$ cat src/ads_defs.svh
// Timing constants, counts and widths for the dual-rail sleep sequencer.
// Assumes a 50 MHz system clock; included by its bare name.
`ifndef ADS_DEFS_SVH
`define ADS_DEFS_SVH

`define ADS_CLK_PERIOD_NS     20
`define ADS_SS_INTERVAL_US    8200
`define ADS_SS_CYCLES         ((`ADS_SS_INTERVAL_US * 1000) / `ADS_CLK_PERIOD_NS)
`define ADS_S0S3_DELAY_NS     60000
`define ADS_S0S3_CYCLES       (`ADS_S0S3_DELAY_NS / `ADS_CLK_PERIOD_NS)
`define ADS_DEGLITCH_NS       1000
`define ADS_DEGLITCH_CYCLES   (`ADS_DEGLITCH_NS / `ADS_CLK_PERIOD_NS)
`define ADS_WAKE_SS_PERIODS   3
`define ADS_MAX_RETRIES       3
`define ADS_CNT_W             24
`define ADS_RETRY_W           2

`endif

$ cat src/ads_pkg.sv
// Types for the dual-rail sleep sequencer.
// Stands alone; constants live in ads_defs.svh.
package ads_pkg;

    typedef enum logic [3:0] {
        ADS_ST_INIT   = 4'b0001,
        ADS_ST_ACTIVE = 4'b0010,
        ADS_ST_SUSP   = 4'b0100,
        ADS_ST_OFF    = 4'b1000
    } ads_state_t;

    typedef enum logic [4:0] {
        ADS_LDO_WAIT  = 5'b00001,
        ADS_LDO_RAMP  = 5'b00010,
        ADS_LDO_RUN   = 5'b00100,
        ADS_LDO_RETRY = 5'b01000,
        ADS_LDO_LATCH = 5'b10000
    } ads_ldo_t;

    typedef struct packed {
        logic susp;   // suspend-to-RAM request, active high
        logic off;    // soft-off request, active high
    } ads_req_t;

    typedef struct packed {
        logic       ldoEnable;
        logic       ldoRamping;
        logic [7:0] ldoRef;
        logic       ssSinkEnable;
        logic       standbyGateHigh;
        logic       nGateOe;
    } ads_out_t;

endpackage : ads_pkg

$ cat src/ads_deglitch.sv
// Deglitch filter for one level input.
// Input is synchronous to clk_sys; output changes only after a steady run.
`timescale 1ns/1ns
`default_nettype none
module ads_deglitch #(
    parameter int unsigned CYCLES = 50,
    parameter logic        INIT   = 1'b1
) (
    input  wire logic clk_sys,
    input  wire logic srst,
    input  wire logic clkEn,
    input  wire logic din,
    output logic      dout
);
    import ads_pkg::*;

    logic [15:0] cnt_ff;
    logic        out_ff;
    wire  logic  differs = din != out_ff;
    wire  logic  done    = cnt_ff >= 16'(CYCLES - 1);

    always_ff @(posedge clk_sys) begin
        if (srst) begin
            cnt_ff <= 16'h0000;
            out_ff <= INIT;
        end else if (clkEn) begin
            // Any return to the held level restarts the run
            cnt_ff <= (differs && !done) ? cnt_ff + 16'h0001 : 16'h0000;
            if (differs && done) out_ff <= din;
        end
    end

    assign dout = out_ff;
endmodule : ads_deglitch
`default_nettype wire

$ cat src/ads_ss_timer.sv
// Soft-start interval timer: pulses once per interval while running.
// Runs on clk_sys; the interval length is a parameter for short sims.
`timescale 1ns/1ns
`default_nettype none
`include "ads_defs.svh"
module ads_ss_timer #(
    parameter int unsigned SS_CYCLES = `ADS_SS_CYCLES
) (
    input  wire logic                  clk_sys,
    input  wire logic                  srst,
    input  wire logic                  clkEn,
    input  wire logic                  run,
    output logic                       tick,
    output logic [`ADS_CNT_W-1:0]      count
);
    import ads_pkg::*;

    logic [`ADS_CNT_W-1:0] cnt_ff;
    wire  logic            last = cnt_ff == `ADS_CNT_W'(SS_CYCLES - 1);

    always_ff @(posedge clk_sys) begin
        if (srst || !run) cnt_ff <= '0;
        else if (clkEn) cnt_ff <= last ? '0 : cnt_ff + `ADS_CNT_W'(1);
    end

    assign tick  = run && clkEn && last;
    assign count = cnt_ff;
endmodule : ads_ss_timer
`default_nettype wire

$ cat src/ads_sequencer.sv
// Dual-rail ACPI sleep sequencer: state decode, soft-start, gate control,
// undervoltage retry. Inputs are synchronous to clk_sys; srst is the
// standby-supply power-on reset, held while that supply is low.
`timescale 1ns/1ns
`default_nettype none
`include "ads_defs.svh"

////////////////////////////////////////////////////////////////////////////////
// Summary of operation
// - Both requests high is active, suspend low is suspend, both low is off.
// - Soft-off never moves straight into suspend-to-RAM.
// - Suspend drives the standby gate low so the P-switch conducts.
// - Keep-alive option keeps the P-switch on in soft-off; base turns it off.
// - Regulator holds the aux rail in sleep; N-switch feeds it when active.
// - Undervoltage counts only in sleep and after the first ramp ends.
// - Standby power-on reset holds the sequencer in reset.
// - Active state waits for the 12V rail good indication.
// - Active to suspend waits a fixed 60 us before switching outputs.
// - Active to soft-off switches outputs at once.
// - Both request inputs are deglitched.
// - One soft-start interval after reset before the first ramp starts.
// - Regulator reference ramps digitally over one soft-start interval.
// - Keep-alive sinks a soft current on the standby gate for one period.
// - After the ramp the standby gate is pulled fully low if enabled.
// - Three periods after 12V good: release N-gate, gate high, LDO standby.
// - N-gate is open drain, low outside active, sensed for 12V good.
// - Undervoltage disables the regulator and retries one interval later.
// - Fourth undervoltage after three retries latches off until reset.
module ads_sequencer #(
    parameter logic        KEEP_ALIVE = 1'b0,
    parameter int unsigned SS_CYCLES  = `ADS_SS_CYCLES
) (
    input  wire logic       clk_sys,
    input  wire logic       srst,
    input  wire logic       clkEn,
    input  wire logic       suspend_ram_request_n,
    input  wire logic       soft_off_request_n,
    input  wire logic       nGateSense,
    input  wire logic       auxUndervoltage,
    output logic            n_switch_gate_ctrl_o,
    output logic            n_switch_gate_ctrl_oe,
    output logic            standby_p_switch_gate,
    output logic            standbyGateSinkEn,
    output logic            ldoEnable,
    output logic [7:0]      ldoRef,
    output logic            ldoLatchedOff,
    output ads_pkg::ads_state_t powerState
);
    import ads_pkg::*;

    ////////////////////////////////////////////////////////////////////////////
    // Shared arithmetic
    // True once a run count has reached its terminal value
    function automatic logic ads_reached(input logic [15:0] cnt,
                                         input int unsigned limit);
        ads_reached = cnt >= 16'(limit - 1);
    endfunction : ads_reached

    ////////////////////////////////////////////////////////////////////////////
    // Input deglitch and decode
    logic     suspN;
    logic     offN;
    ads_req_t req;

    // Both filters share one length so a clean edge moves both together
    ads_deglitch #(.CYCLES(`ADS_DEGLITCH_CYCLES), .INIT(1'b1)) uDgSusp (
        .clk_sys (clk_sys),
        .srst    (srst),
        .clkEn   (clkEn),
        .din     (suspend_ram_request_n),
        .dout    (suspN)
    );
    ads_deglitch #(.CYCLES(`ADS_DEGLITCH_CYCLES), .INIT(1'b1)) uDgOff (
        .clk_sys (clk_sys),
        .srst    (srst),
        .clkEn   (clkEn),
        .din     (soft_off_request_n),
        .dout    (offN)
    );

    assign req.susp = !suspN;
    assign req.off  = !offN;

    wire logic reqActive  = suspN && offN;
    wire logic reqSusp    = !suspN && offN;
    wire logic reqOff     = !suspN && !offN;
    wire logic reqIllegal = suspN && !offN;
    wire logic railGood   = nGateSense;

    ////////////////////////////////////////////////////////////////////////////
    // Soft-start timebase
    logic                  ssRun;
    logic                  ssTick;
    logic [`ADS_CNT_W-1:0] ssCount;

    ads_ss_timer #(.SS_CYCLES(SS_CYCLES)) uSsTimer (
        .clk_sys (clk_sys),
        .srst    (srst),
        .clkEn   (clkEn),
        .run     (ssRun),
        .tick    (ssTick),
        .count   (ssCount)
    );

    ////////////////////////////////////////////////////////////////////////////
    // Sleep-state machine
    ads_state_t state_ff;
    ads_state_t nxt_state;
    logic [15:0] dly_ff;
    logic [1:0]  wake_ff;
    logic        wakeDone_ff;
    logic        railGood_ff;
    // Deglitchers start idle-high; decode waits until they have settled
    logic [15:0] settle_ff;

    wire logic dlyDone    = ads_reached(dly_ff, `ADS_S0S3_CYCLES);
    wire logic settleDone = ads_reached(settle_ff, `ADS_DEGLITCH_CYCLES + 2);

    always_comb begin
        nxt_state = state_ff;
        case (state_ff)
            ADS_ST_INIT: begin
                // Before 12V is up an active request sits in a sleep state
                if (!settleDone) nxt_state = ADS_ST_INIT;
                else if (reqOff || (reqActive && !railGood_ff)) nxt_state = ADS_ST_OFF;
                else if (reqSusp) nxt_state = ADS_ST_SUSP;
                else if (reqActive) nxt_state = ADS_ST_ACTIVE;
            end
            ADS_ST_ACTIVE: begin
                if (reqOff) nxt_state = ADS_ST_OFF;
                else if (reqSusp && dlyDone) nxt_state = ADS_ST_SUSP;
            end
            ADS_ST_SUSP: begin
                if (reqOff) nxt_state = ADS_ST_OFF;
                else if (reqActive && wakeDone_ff) nxt_state = ADS_ST_ACTIVE;
            end
            ADS_ST_OFF: begin
                // Suspend request from off is ignored
                if (reqActive && wakeDone_ff) nxt_state = ADS_ST_ACTIVE;
            end
            default: nxt_state = ADS_ST_INIT;
        endcase
        // Forbidden pair overrides every transition above
        if (reqIllegal) nxt_state = state_ff;
    end

    wire logic isSleep   = state_ff != ADS_ST_ACTIVE;
    wire logic wakeCount = isSleep && reqActive && railGood_ff;

    always_ff @(posedge clk_sys) begin
        if (srst) begin
            state_ff    <= ADS_ST_INIT;
            dly_ff      <= 16'h0000;
            settle_ff   <= 16'h0000;
            railGood_ff <= 1'b0;
        end else if (clkEn) begin
            state_ff    <= nxt_state;
            railGood_ff <= railGood;
            dly_ff      <= (state_ff == ADS_ST_ACTIVE && reqSusp) ? dly_ff + 16'h0001
                                                                 : 16'h0000;
            if (!settleDone) settle_ff <= settle_ff + 16'h0001;
        end
    end

    // Wake count restarts whenever the request or the rail drops
    always_ff @(posedge clk_sys) begin
        if (srst) begin
            wake_ff     <= 2'h0;
            wakeDone_ff <= 1'b0;
        end else if (clkEn) begin
            if (!wakeCount) begin
                wake_ff     <= 2'h0;
                wakeDone_ff <= 1'b0;
            end else if (ssTick && !wakeDone_ff) begin
                if (wake_ff == 2'(`ADS_WAKE_SS_PERIODS - 1)) wakeDone_ff <= 1'b1;
                else wake_ff <= wake_ff + 2'h1;
            end
        end
    end

    ////////////////////////////////////////////////////////////////////////////
    // Regulator soft-start and undervoltage retry
    ads_ldo_t ldo_ff;
    ads_ldo_t nxt_ldo;
    logic [1:0] retry_ff;
    logic [1:0] nxt_retry;
    // Retry count never wraps: the fourth trip latches instead

    wire logic uvQualified = isSleep && ldo_ff == ADS_LDO_RUN && auxUndervoltage;

    always_comb begin
        nxt_ldo   = ldo_ff;
        nxt_retry = retry_ff;
        case (ldo_ff)
            ADS_LDO_WAIT: begin
                if (ssTick) nxt_ldo = ADS_LDO_RAMP;
            end
            ADS_LDO_RAMP: begin
                if (ssTick) nxt_ldo = ADS_LDO_RUN;
            end
            ADS_LDO_RUN: begin
                if (uvQualified) begin
                    if (retry_ff == 2'(`ADS_MAX_RETRIES)) nxt_ldo = ADS_LDO_LATCH;
                    else begin
                        nxt_ldo   = ADS_LDO_RETRY;
                        nxt_retry = retry_ff + 2'h1;
                    end
                end
            end
            ADS_LDO_RETRY: begin
                if (ssTick) nxt_ldo = ADS_LDO_RAMP;
            end
            ADS_LDO_LATCH: begin
                // Only srst leaves the latch
                nxt_ldo = ADS_LDO_LATCH;
            end
            default:       nxt_ldo = ADS_LDO_WAIT;
        endcase
    end

    always_ff @(posedge clk_sys) begin
        if (srst) begin
            ldo_ff   <= ADS_LDO_WAIT;
            retry_ff <= 2'h0;
        end else if (clkEn) begin
            ldo_ff   <= nxt_ldo;
            retry_ff <= nxt_retry;
        end
    end

    // Timer runs while the LDO sequences or a wake is pending
    // Shared timer: a retry during a wake count may see a short first interval
    wire logic ldoTiming = ldo_ff inside {ADS_LDO_WAIT, ADS_LDO_RAMP, ADS_LDO_RETRY};
    assign ssRun = ldoTiming || wakeCount;

    ////////////////////////////////////////////////////////////////////////////
    // Output shaping
    // Registered so every port comes straight from a flop
    ads_out_t nxtOut;
    ads_out_t out_ff;

    wire logic inRamp   = ldo_ff == ADS_LDO_RAMP;
    wire logic ldoOn    = isSleep && (inRamp || ldo_ff == ADS_LDO_RUN);
    wire logic railOn   = state_ff == ADS_ST_SUSP
                       || (state_ff != ADS_ST_ACTIVE && KEEP_ALIVE);
    // Reference ramp follows timer progress; the count scaled by 256 over SS_CYCLES
    wire logic [7:0] rampRef = 8'((ssCount * 256) / SS_CYCLES);

    always_comb begin
        nxtOut.ldoEnable       = ldoOn;
        nxtOut.ldoRamping      = inRamp;
        nxtOut.ldoRef          = !ldoOn ? 8'h00 : inRamp ? rampRef : 8'hff;
        // Sink only while ramping; afterwards the gate is pulled hard
        nxtOut.ssSinkEnable    = railOn && KEEP_ALIVE && inRamp && isSleep;
        // Gate stays high until the ramp ends, then pulled fully low while railOn
        nxtOut.standbyGateHigh = !(railOn && ldo_ff == ADS_LDO_RUN);
        nxtOut.nGateOe         = isSleep;
    end

    always_ff @(posedge clk_sys) begin
        if (srst) begin
            out_ff <= '{ldoEnable: 1'b0, ldoRamping: 1'b0, ldoRef: 8'h00,
                        ssSinkEnable: 1'b0, standbyGateHigh: 1'b1, nGateOe: 1'b1};
        end else if (clkEn) begin
            out_ff <= nxtOut;
        end
    end

    // Latch and state flags use the next-state decode, saving a cycle
    logic latch_ff;
    ads_state_t stateOut_ff;
    always_ff @(posedge clk_sys) begin
        if (srst) begin
            latch_ff    <= 1'b0;
            stateOut_ff <= ADS_ST_INIT;
        end else if (clkEn) begin
            latch_ff    <= nxt_ldo == ADS_LDO_LATCH;
            stateOut_ff <= nxt_state;
        end
    end

    // Open-drain data is held low; only the enable moves
    logic nGateData_ff;
    always_ff @(posedge clk_sys) begin
        if (srst) nGateData_ff <= 1'b0;
        else if (clkEn) nGateData_ff <= 1'b0;
    end

    ////////////////////////////////////////////////////////////////////////////
    // Port drive: every output straight from a register
    assign n_switch_gate_ctrl_o  = nGateData_ff;
    assign n_switch_gate_ctrl_oe = out_ff.nGateOe;
    assign standby_p_switch_gate = out_ff.standbyGateHigh;
    assign standbyGateSinkEn     = out_ff.ssSinkEnable;
    assign ldoEnable             = out_ff.ldoEnable;
    assign ldoRef                = out_ff.ldoRef;
    assign ldoLatchedOff         = latch_ff;
    assign powerState            = stateOut_ff;
endmodule : ads_sequencer
`default_nettype wire

$ cat config.mk
export PLATFORM = sky130hd
export DESIGN_NAME = ads_sequencer
export DESIGN_NICKNAME = d
export VERILOG_FILES = /design/src/ads_pkg.sv /design/src/ads_deglitch.sv /design/src/ads_ss_timer.sv /design/src/ads_sequencer.sv
export VERILOG_INCLUDE_DIRS = /design/src /design/src/src
export SDC_FILE = /design/constraint.sdc
export NUM_CORES = 1
export LEC_CHECK = 0
export BUFFER_PORTS_ARGS = -buffer_cell sky130_fd_sc_hd__clkbuf_2
export CORE_MARGIN = 1
export CORE_UTILIZATION = 44
export DETAILED_ROUTE_END_ITERATION = 7
export PLACE_DENSITY = 0.6
export SLEW_MARGIN = 20
export SYNTH_ARGS = -nofsm -noshare
export SYNTH_HDL_FRONTEND = slang
export SYNTH_SLANG_ARGS = --single-unit
$ cat constraint.sdc
create_clock -name clk_sys -period 22.2 [get_ports clk_sys]
set_input_delay 4.44 -clock clk_sys [delete_from_list [all_inputs] [get_ports clk_sys]]
set_output_delay 4.44 -clock clk_sys [all_outputs]
set_load 0.005 [all_outputs]
---- Yosys cells after proc, flatten, opt, wreduce, memory -nomap -nowiden ----
Index checks and enable logic that the tools add are counted.
W data, S select, Z words.
operators by class
  reduce and logical (&&, ||, !) cells .... 42
  mux-type cells .......................... 27
  bitwise operators ....................... 3
  div/mod/pow operators ................... 1
  order comparisons ....................... 4
  equality and inequality tests ........... 21
  add/sub/neg operators ................... 7
operators with widths
  kind                      number
  $add A16 B1 Y16 const B   4
  $ge A16 B6 Y1 const B     3
  $mux W16                  3
  $mux W4                   9
  $div A32 B19 Y32 const B  1
  $add A24 B1 Y24 const B   1
  $eq A24 B19 Y1 const B    1
  $mux W24                  1
  $logic_and A1 B1 Y1       21
  $mux W5                   4
  $pmux W5 S4               1
  $ge A16 B12 Y1 const B    1
  $mux W8                   2
  $pmux W4 S4               1
  $eq A5 B5 Y1 const B      2
  $logic_not A1 Y1          8
  $reduce_and A4 Y1         2
  $mux W2                   3
  $reduce_and A2 Y1         3
  $reduce_and A3 Y1         2
  $eq A5 B1 Y1 const B      1
  $eq A5 B2 Y1 const B      1
  $eq A5 B3 Y1 const B      1
  $eq A5 B4 Y1 const B      1
  17 further kinds          28
storage, ports and cells
  output and inout bits ................... 18
  register bits after elaboration ......... 117
  input port bits ......................... 7
  word-level logic and storage cells ...... 123

---- Longest topological paths before layout ----
  depth in word-level cells ............... 9
  mapped depth ............................ 75
  gate-level depth less buffers ........... 66

---- By module ----
A second synthesis with hierarchy kept.
second synthesis, totals
  cell total of the unflattened synthesis .. 1966
  area total of the unflattened synthesis .. 14874.3 µm²
by module, submodules not included
  module         cells each  area an instance (µm²)  sequential area each (µm²)  instances
  ads_sequencer  1652        11838.9                 1181.1                      1
  ads_deglitch   90          925.9                   340.3                       2
  ads_ss_timer   134         1183.6                  480.5                       1

---- Least setup slack after synthesis ----
No wires, ideal clock.
  path kind ............................... register -> register
  start ................................... register uSsTimer.cnt_ff[11], in the netlist uSsTimer.count[11]
  end ..................................... register out_ff, in the netlist ldoRef[0]
  buffers on the path ..................... 9
  setup time .............................. 0.119 ns
  period minus slack after synthesis ...... 16.502 ns
  slack ................................... 5.698 ns
  data required time ...................... 22.081 ns
  stages on the path, launching flop included .. 73
  arrival time ............................ 16.383 ns
  cells stage by stage .................... dfxtp_1 -> buf_2 -> o311ai_2 -> a31oi_1 -> a211oi_4 -> o2111ai_1 -> a221o_1 -> a211oi_2 -> o211ai_1 -> nor4_4 -> nor3_2 -> buf_2 -> o21ai_2 -> a31oi_1 -> or3_1 -> buf_4 -> nor2_4 -> mux2i_1 -> (+37 left out) -> o21ai_0 -> mux2i_1 -> or3b_1 -> buf_2 -> o41a_1 -> o21ai_4 -> nand2_4 -> inv_2 -> ha_1 -> nand2_1 -> inv_1 -> mux2i_1 -> nor2_2 -> o31ai_2 -> a21o_1 -> and4_1 -> o2111ai_1 -> o221a_1
between the ends
  cells in the longest elaborated chain, start to end .. 3
ends and longest elaborated chain
  what                    RTL line              source
  from (decl)             ads_ss_timer.sv:18    logic [`ADS_CNT_W-1:0] cnt_ff;
  from (signal assigned)  ads_ss_timer.sv:23    else if (clkEn) cnt_ff <= last ? '0 : cnt_ff + `ADS_CNT_W'(1);
  $div A32 B19 Y32        ads_sequencer.sv:247  wire logic [7:0] rampRef = 8'((ssCount * 256) / SS_CYCLES);
  $mux W8 (2 in series)   ads_sequencer.sv:252  nxtOut.ldoRef = !ldoOn ? 8'h00 : inRamp ? rampRef : 8'hff;
  to (signal assigned)    ads_sequencer.sv:262  out_ff <= '{ldoEnable: 1'b0, ldoRamping: 1'b0, ldoRef: 8'h00,
  to (signal assigned)    ads_sequencer.sv:265  out_ff <= nxtOut;
  to (decl)               ads_sequencer.sv:240  ads_out_t out_ff;
Every way passes these cells.
A chain may end at the register's enable or synchronous reset.

---- Final worst setup path ----
  start ................................... register uSsTimer.cnt_ff[23], in the netlist uSsTimer.count[23]
  end ..................................... register out_ff, in the netlist ldoRef[0]
The elaborated chain is that of the path after synthesis.

==> metrics.md <==
| Metric | Value |
|---|---|
| Final setup fails | `0` |
| Final Max Slew Viols | `0` |
| Post-synth EDFFs | `0` |
| Ys async rst share | `0` |
| CTS H-tree depth | `4` |
| Die Ht | `183 microns` |
| Synth-to-layout area growth | `6.24%` |
| Routed Antenna Nets | `0` |
| PnR worst setup slack | `1.77 ns` |
| Tcrit/Tclk final | `0.920` |
| Reg2reg start | `uSsTimer.count[23]$_SDFFE_PP0P_` |
| TritonCTS buffer count | `17` |
| Top cell type by total area after synthesis | `dfxtp_1` |
| CP arrival | `20.73 ns` |
| Drt first-iter violations | `between 1k and 1.5k` |
| Vias per cell | `6.44` |
| Vias in the first global route | `roughly 14k` |
| Critical-path top delay cell | `dfxtp_1` |
| Reg-to-reg endpoint | `ldoRef[0]$_SDFFE_PP0P_` |
| Place WS | `1.28 ns` |
| Pleak | `~5.3 nW` |
| Routed WL | `43900 microns` |
| Core box area | `31900 sq um` |
| Startpoint Class | `flip-flop` |
| Overall Global Routing Usage | `0.261` |
| Initial antenna violation count | `0` |
| IO Count | `25` |
| Worst Skew | `between 0.007 and 0.008 ns` |
| Endpoint, Worst Hold | `settle_ff[14]$_SDFFE_PP0P_` |
| CTS Root Cell | `clkbuf_16` |
| Register area | `2340 sq um` |
| Site row count | `65` |
| # diodes | `0` |
| Chip width | `183 microns` |
| HPWL after detailed placement | `33500 microns` |
| Max incr delay on CP | `0.80 ns` |
| Status | `finished clean` |
| Worst Tran Pin Value | `0.936 ns` |
| Worst Min Path Start | `settle_ff[14]$_SDFFE_PP0P_` |
| Grt ovf | `0` |
| Worst vdd ir | `0.0611 mV` |
| DR DRC count | `0` |
| Layout Nets | `1993` |
| Yosys top cell area share | `0.163` |
| Syn avg cell area | `a little over 7 sq um` |
| TritonCTS clock tree | `yes` |
| Share of post-route cells with drive strength above 1 | `0.0944` |
| Final min period | `20.43 ns` |
| CP Max Fanout | `20` |
| GP Congestion | `~0.95` |
| Buffers & Inverters on Critical Path | `5` |
| Number of fill cells in the layout | `3280` |
| Syn Inst Count | `2012` |
| Clk pin slew, worst setup/hold paths | `approximately 0.050 ns` |
| Vias | `15.6k` |
| Crit path launch | `uSsTimer.count[23]$_SDFFE_PP0P_` |
| Hold Vio Cnt, Final | `0` |
| Seq/Total Area, Yosys | `0.163` |
| Multi-input gate area | `11500 sq um` |
| Hold Path Class | `reg -> reg` |
| Initial Utilization | `0.452` |
| Crit path top cell by count | `mux2i_1` |
| Crit. End Element | `flip-flop` |
| WHS Path Cells | `1` |
| Primary FF master, synth | `dfxtp_1` |
| Die area | `approximately 33000 sq um` |
| R2R setup slack | `1.77 ns` |
| #FFs+latches synth | `117` |
| Clock buffer depth | `2` |
| Netlist Area Pre-Place | `14400 sq um` |
| Pwr dens | `32.3 nW/um^2` |
| Count of cell types in the netlist | `122` |
| Largest net degree at the start of global routing | `50` |
| Synthesis Warnings | `0` |
| Final core utilization | `0.480` |
| Kind of critical path | `reg -> reg` |
| Routed WL per cell | `18.2 microns` |
| CP delay by family, top | `compound AO/OA/AOI/OAI gates` |
| TritonCTS Sinks | `117` |
| Top post-synthesis cells by area | `dfxtp_1 (16%), xnor2_1 (6.3%), nor2_1 (6.0%)` |
| Clock Latency Late Sink | `0.41 ns` |
| RSZ-0062 raised after global routing | `false` |
| Drt first pass iters | `5` |
| Max_cap viols | `0` |
| Port-buffer cells | `22` |
| R2R cell count | `65` |
| Fmax | `between 40 and 50 MHz` |
| Data required, critical path | `22.50 ns` |
| First-pass GRT wire length | `73500 microns` |
| Setup TNS | `0 ns` |
| Max-slew headroom | `0.374` |
| Cts-stage hold buffer count | `0` |
## final cells by class
| type | instances | area share |
|---|---|---|
| Tap cell | 435 | 0.0356 |
| Inverter | 42 | 0.0105 |
| Clock buffer | 21 | 0.0301 |
| Sequential cell | 117 | 0.153 |
| Clock inverter | 10 | 0.00540 |
| Multi-Input combinational cell | 1756 | 0.752 |
| Timing Repair Buffer | 34 | 0.0131 |
## synthesized netlist by cell type (all sizes together), types with 16 or more instances
library cell,number
ha,18
nand2,188
clkbuf,68
or2,28
or3,34
o2111ai,18
nand2b,23
a211oi,29
xnor2,106
o211a,19
a21o,20
dfxtp,117
nor2,236
o21a,18
inv,41
o22ai,17
and2,22
buf,30
o31ai,21
nor2b,16
nand4,38
nor4,36
o21ai,136
a21oi,138
xor2,58
nand3,63
o211ai,49
mux2i,30
nor3,75
a31oi,36
and3,30
## state kept, by name, indices dropped and copies added (netlist names)
signal,cells
powerState,4
ldoRef,8
wakeDone_ff,1
ldo_ff,5
uDgOff.cnt_ff,16
settle_ff,16
ldoLatchedOff,1
uDgSusp.dout,1
retry_ff,2
dly_ff,16
uDgSusp.cnt_ff,16
uSsTimer.count,24
ldoEnable,1
uDgOff.dout,1
standby_p_switch_gate,1
wake_ff,2
railGood_ff,1
n_switch_gate_ctrl_oe,1
## timing repair
action | in CTS | in global routing
setup buffers | 0 | 4
gates resized for setup | 0 | 3
setup endpoints to repair | 0 | 2
endpoints found under the hold margin | 0 | 0
## metal layers
layer / wire, microns / vias to the layer above / track usage
li1: - / 7595 / -
met4: 357 / 0 / 0.0407
met3: 2240 / 32 / 0.0336
met1: 21100 / 7404 / 0.370
met2: 20100 / 522 / 0.426
met5: 0 / - / 0
## where the power goes
part | total, W | internal [W] | switching [W]
sequential | 0.000215 | 0.000212 | 0.00000317
combinational | 0.0000289 | 0.00000979 | 0.0000191
clock | 0.000250 | 0.000157 | 0.0000924
## cells in the final DEF, fill, tap and decap left out, types with 29 or more instances in the layout
cell type	Yosys	final
nor3_1	72	72
nand3_1	63	63
xnor2_1	104	104
nor2_1	232	232
nor4_1	32	31
inv_1	39	39
nand4_1	38	38
nand2_1	186	186
o211ai_1	47	47
dfxtp_1	117	115
a31oi_1	34	34
mux2i_1	30	30
and3_1	29	29
o21ai_0	108	108
xor2_1	57	57
or3_1	34	34
a21oi_1	135	135
## metrics by stage
step | hold slack [ns] | cells | power [W] | cell area, sq um
floorplan | 0.431 | 2013 | 0.000241 | 14400
global placement | 0.454 | 2380 | 0.000248 | 14700
detailed placement | 0.460 | 2380 | 0.000249 | 14700
CTS | 0.469 | 2411 | 0.000501 | 15200
global route | 0.477 | 2415 | 0.000514 | 15300
finish | 0.469 | 2415 | 0.000494 | 15300
## how the worst max path moves through the flow
| stage | to | cells past startpoint | slack (ns) |
|---|---|---|---|
| after floorplan | ldoRef[0]$_SDFFE_PP0P_ | 72 | 5.70 |
| after global placement | ldoRef[0]$_SDFFE_PP0P_ | 64 | 1.63 |
| after detailed placement | ldoRef[0]$_SDFFE_PP0P_ | 64 | 1.28 |
| after CTS | ldoRef[0]$_SDFFE_PP0P_ | 64 | 1.31 |
| after global routing | ldoRef[0]$_SDFFE_PP0P_ | 62 | 0.004 |
| final | ldoRef[0]$_SDFFE_PP0P_ | 65 | 1.77 |
## logic make-up after synthesis
group / synth area share
flip-flops: 0.163
XOR/XNOR: 0.101
AND/OR/NAND/NOR: 0.293
adder cells (fa/ha/maj): 0.0163
buffers and inverters: 0.0404
other: 0.000260
AO/OA/AOI/OAI: 0.355
multiplexers: 0.0310
(Power assumes the default switching activity.)
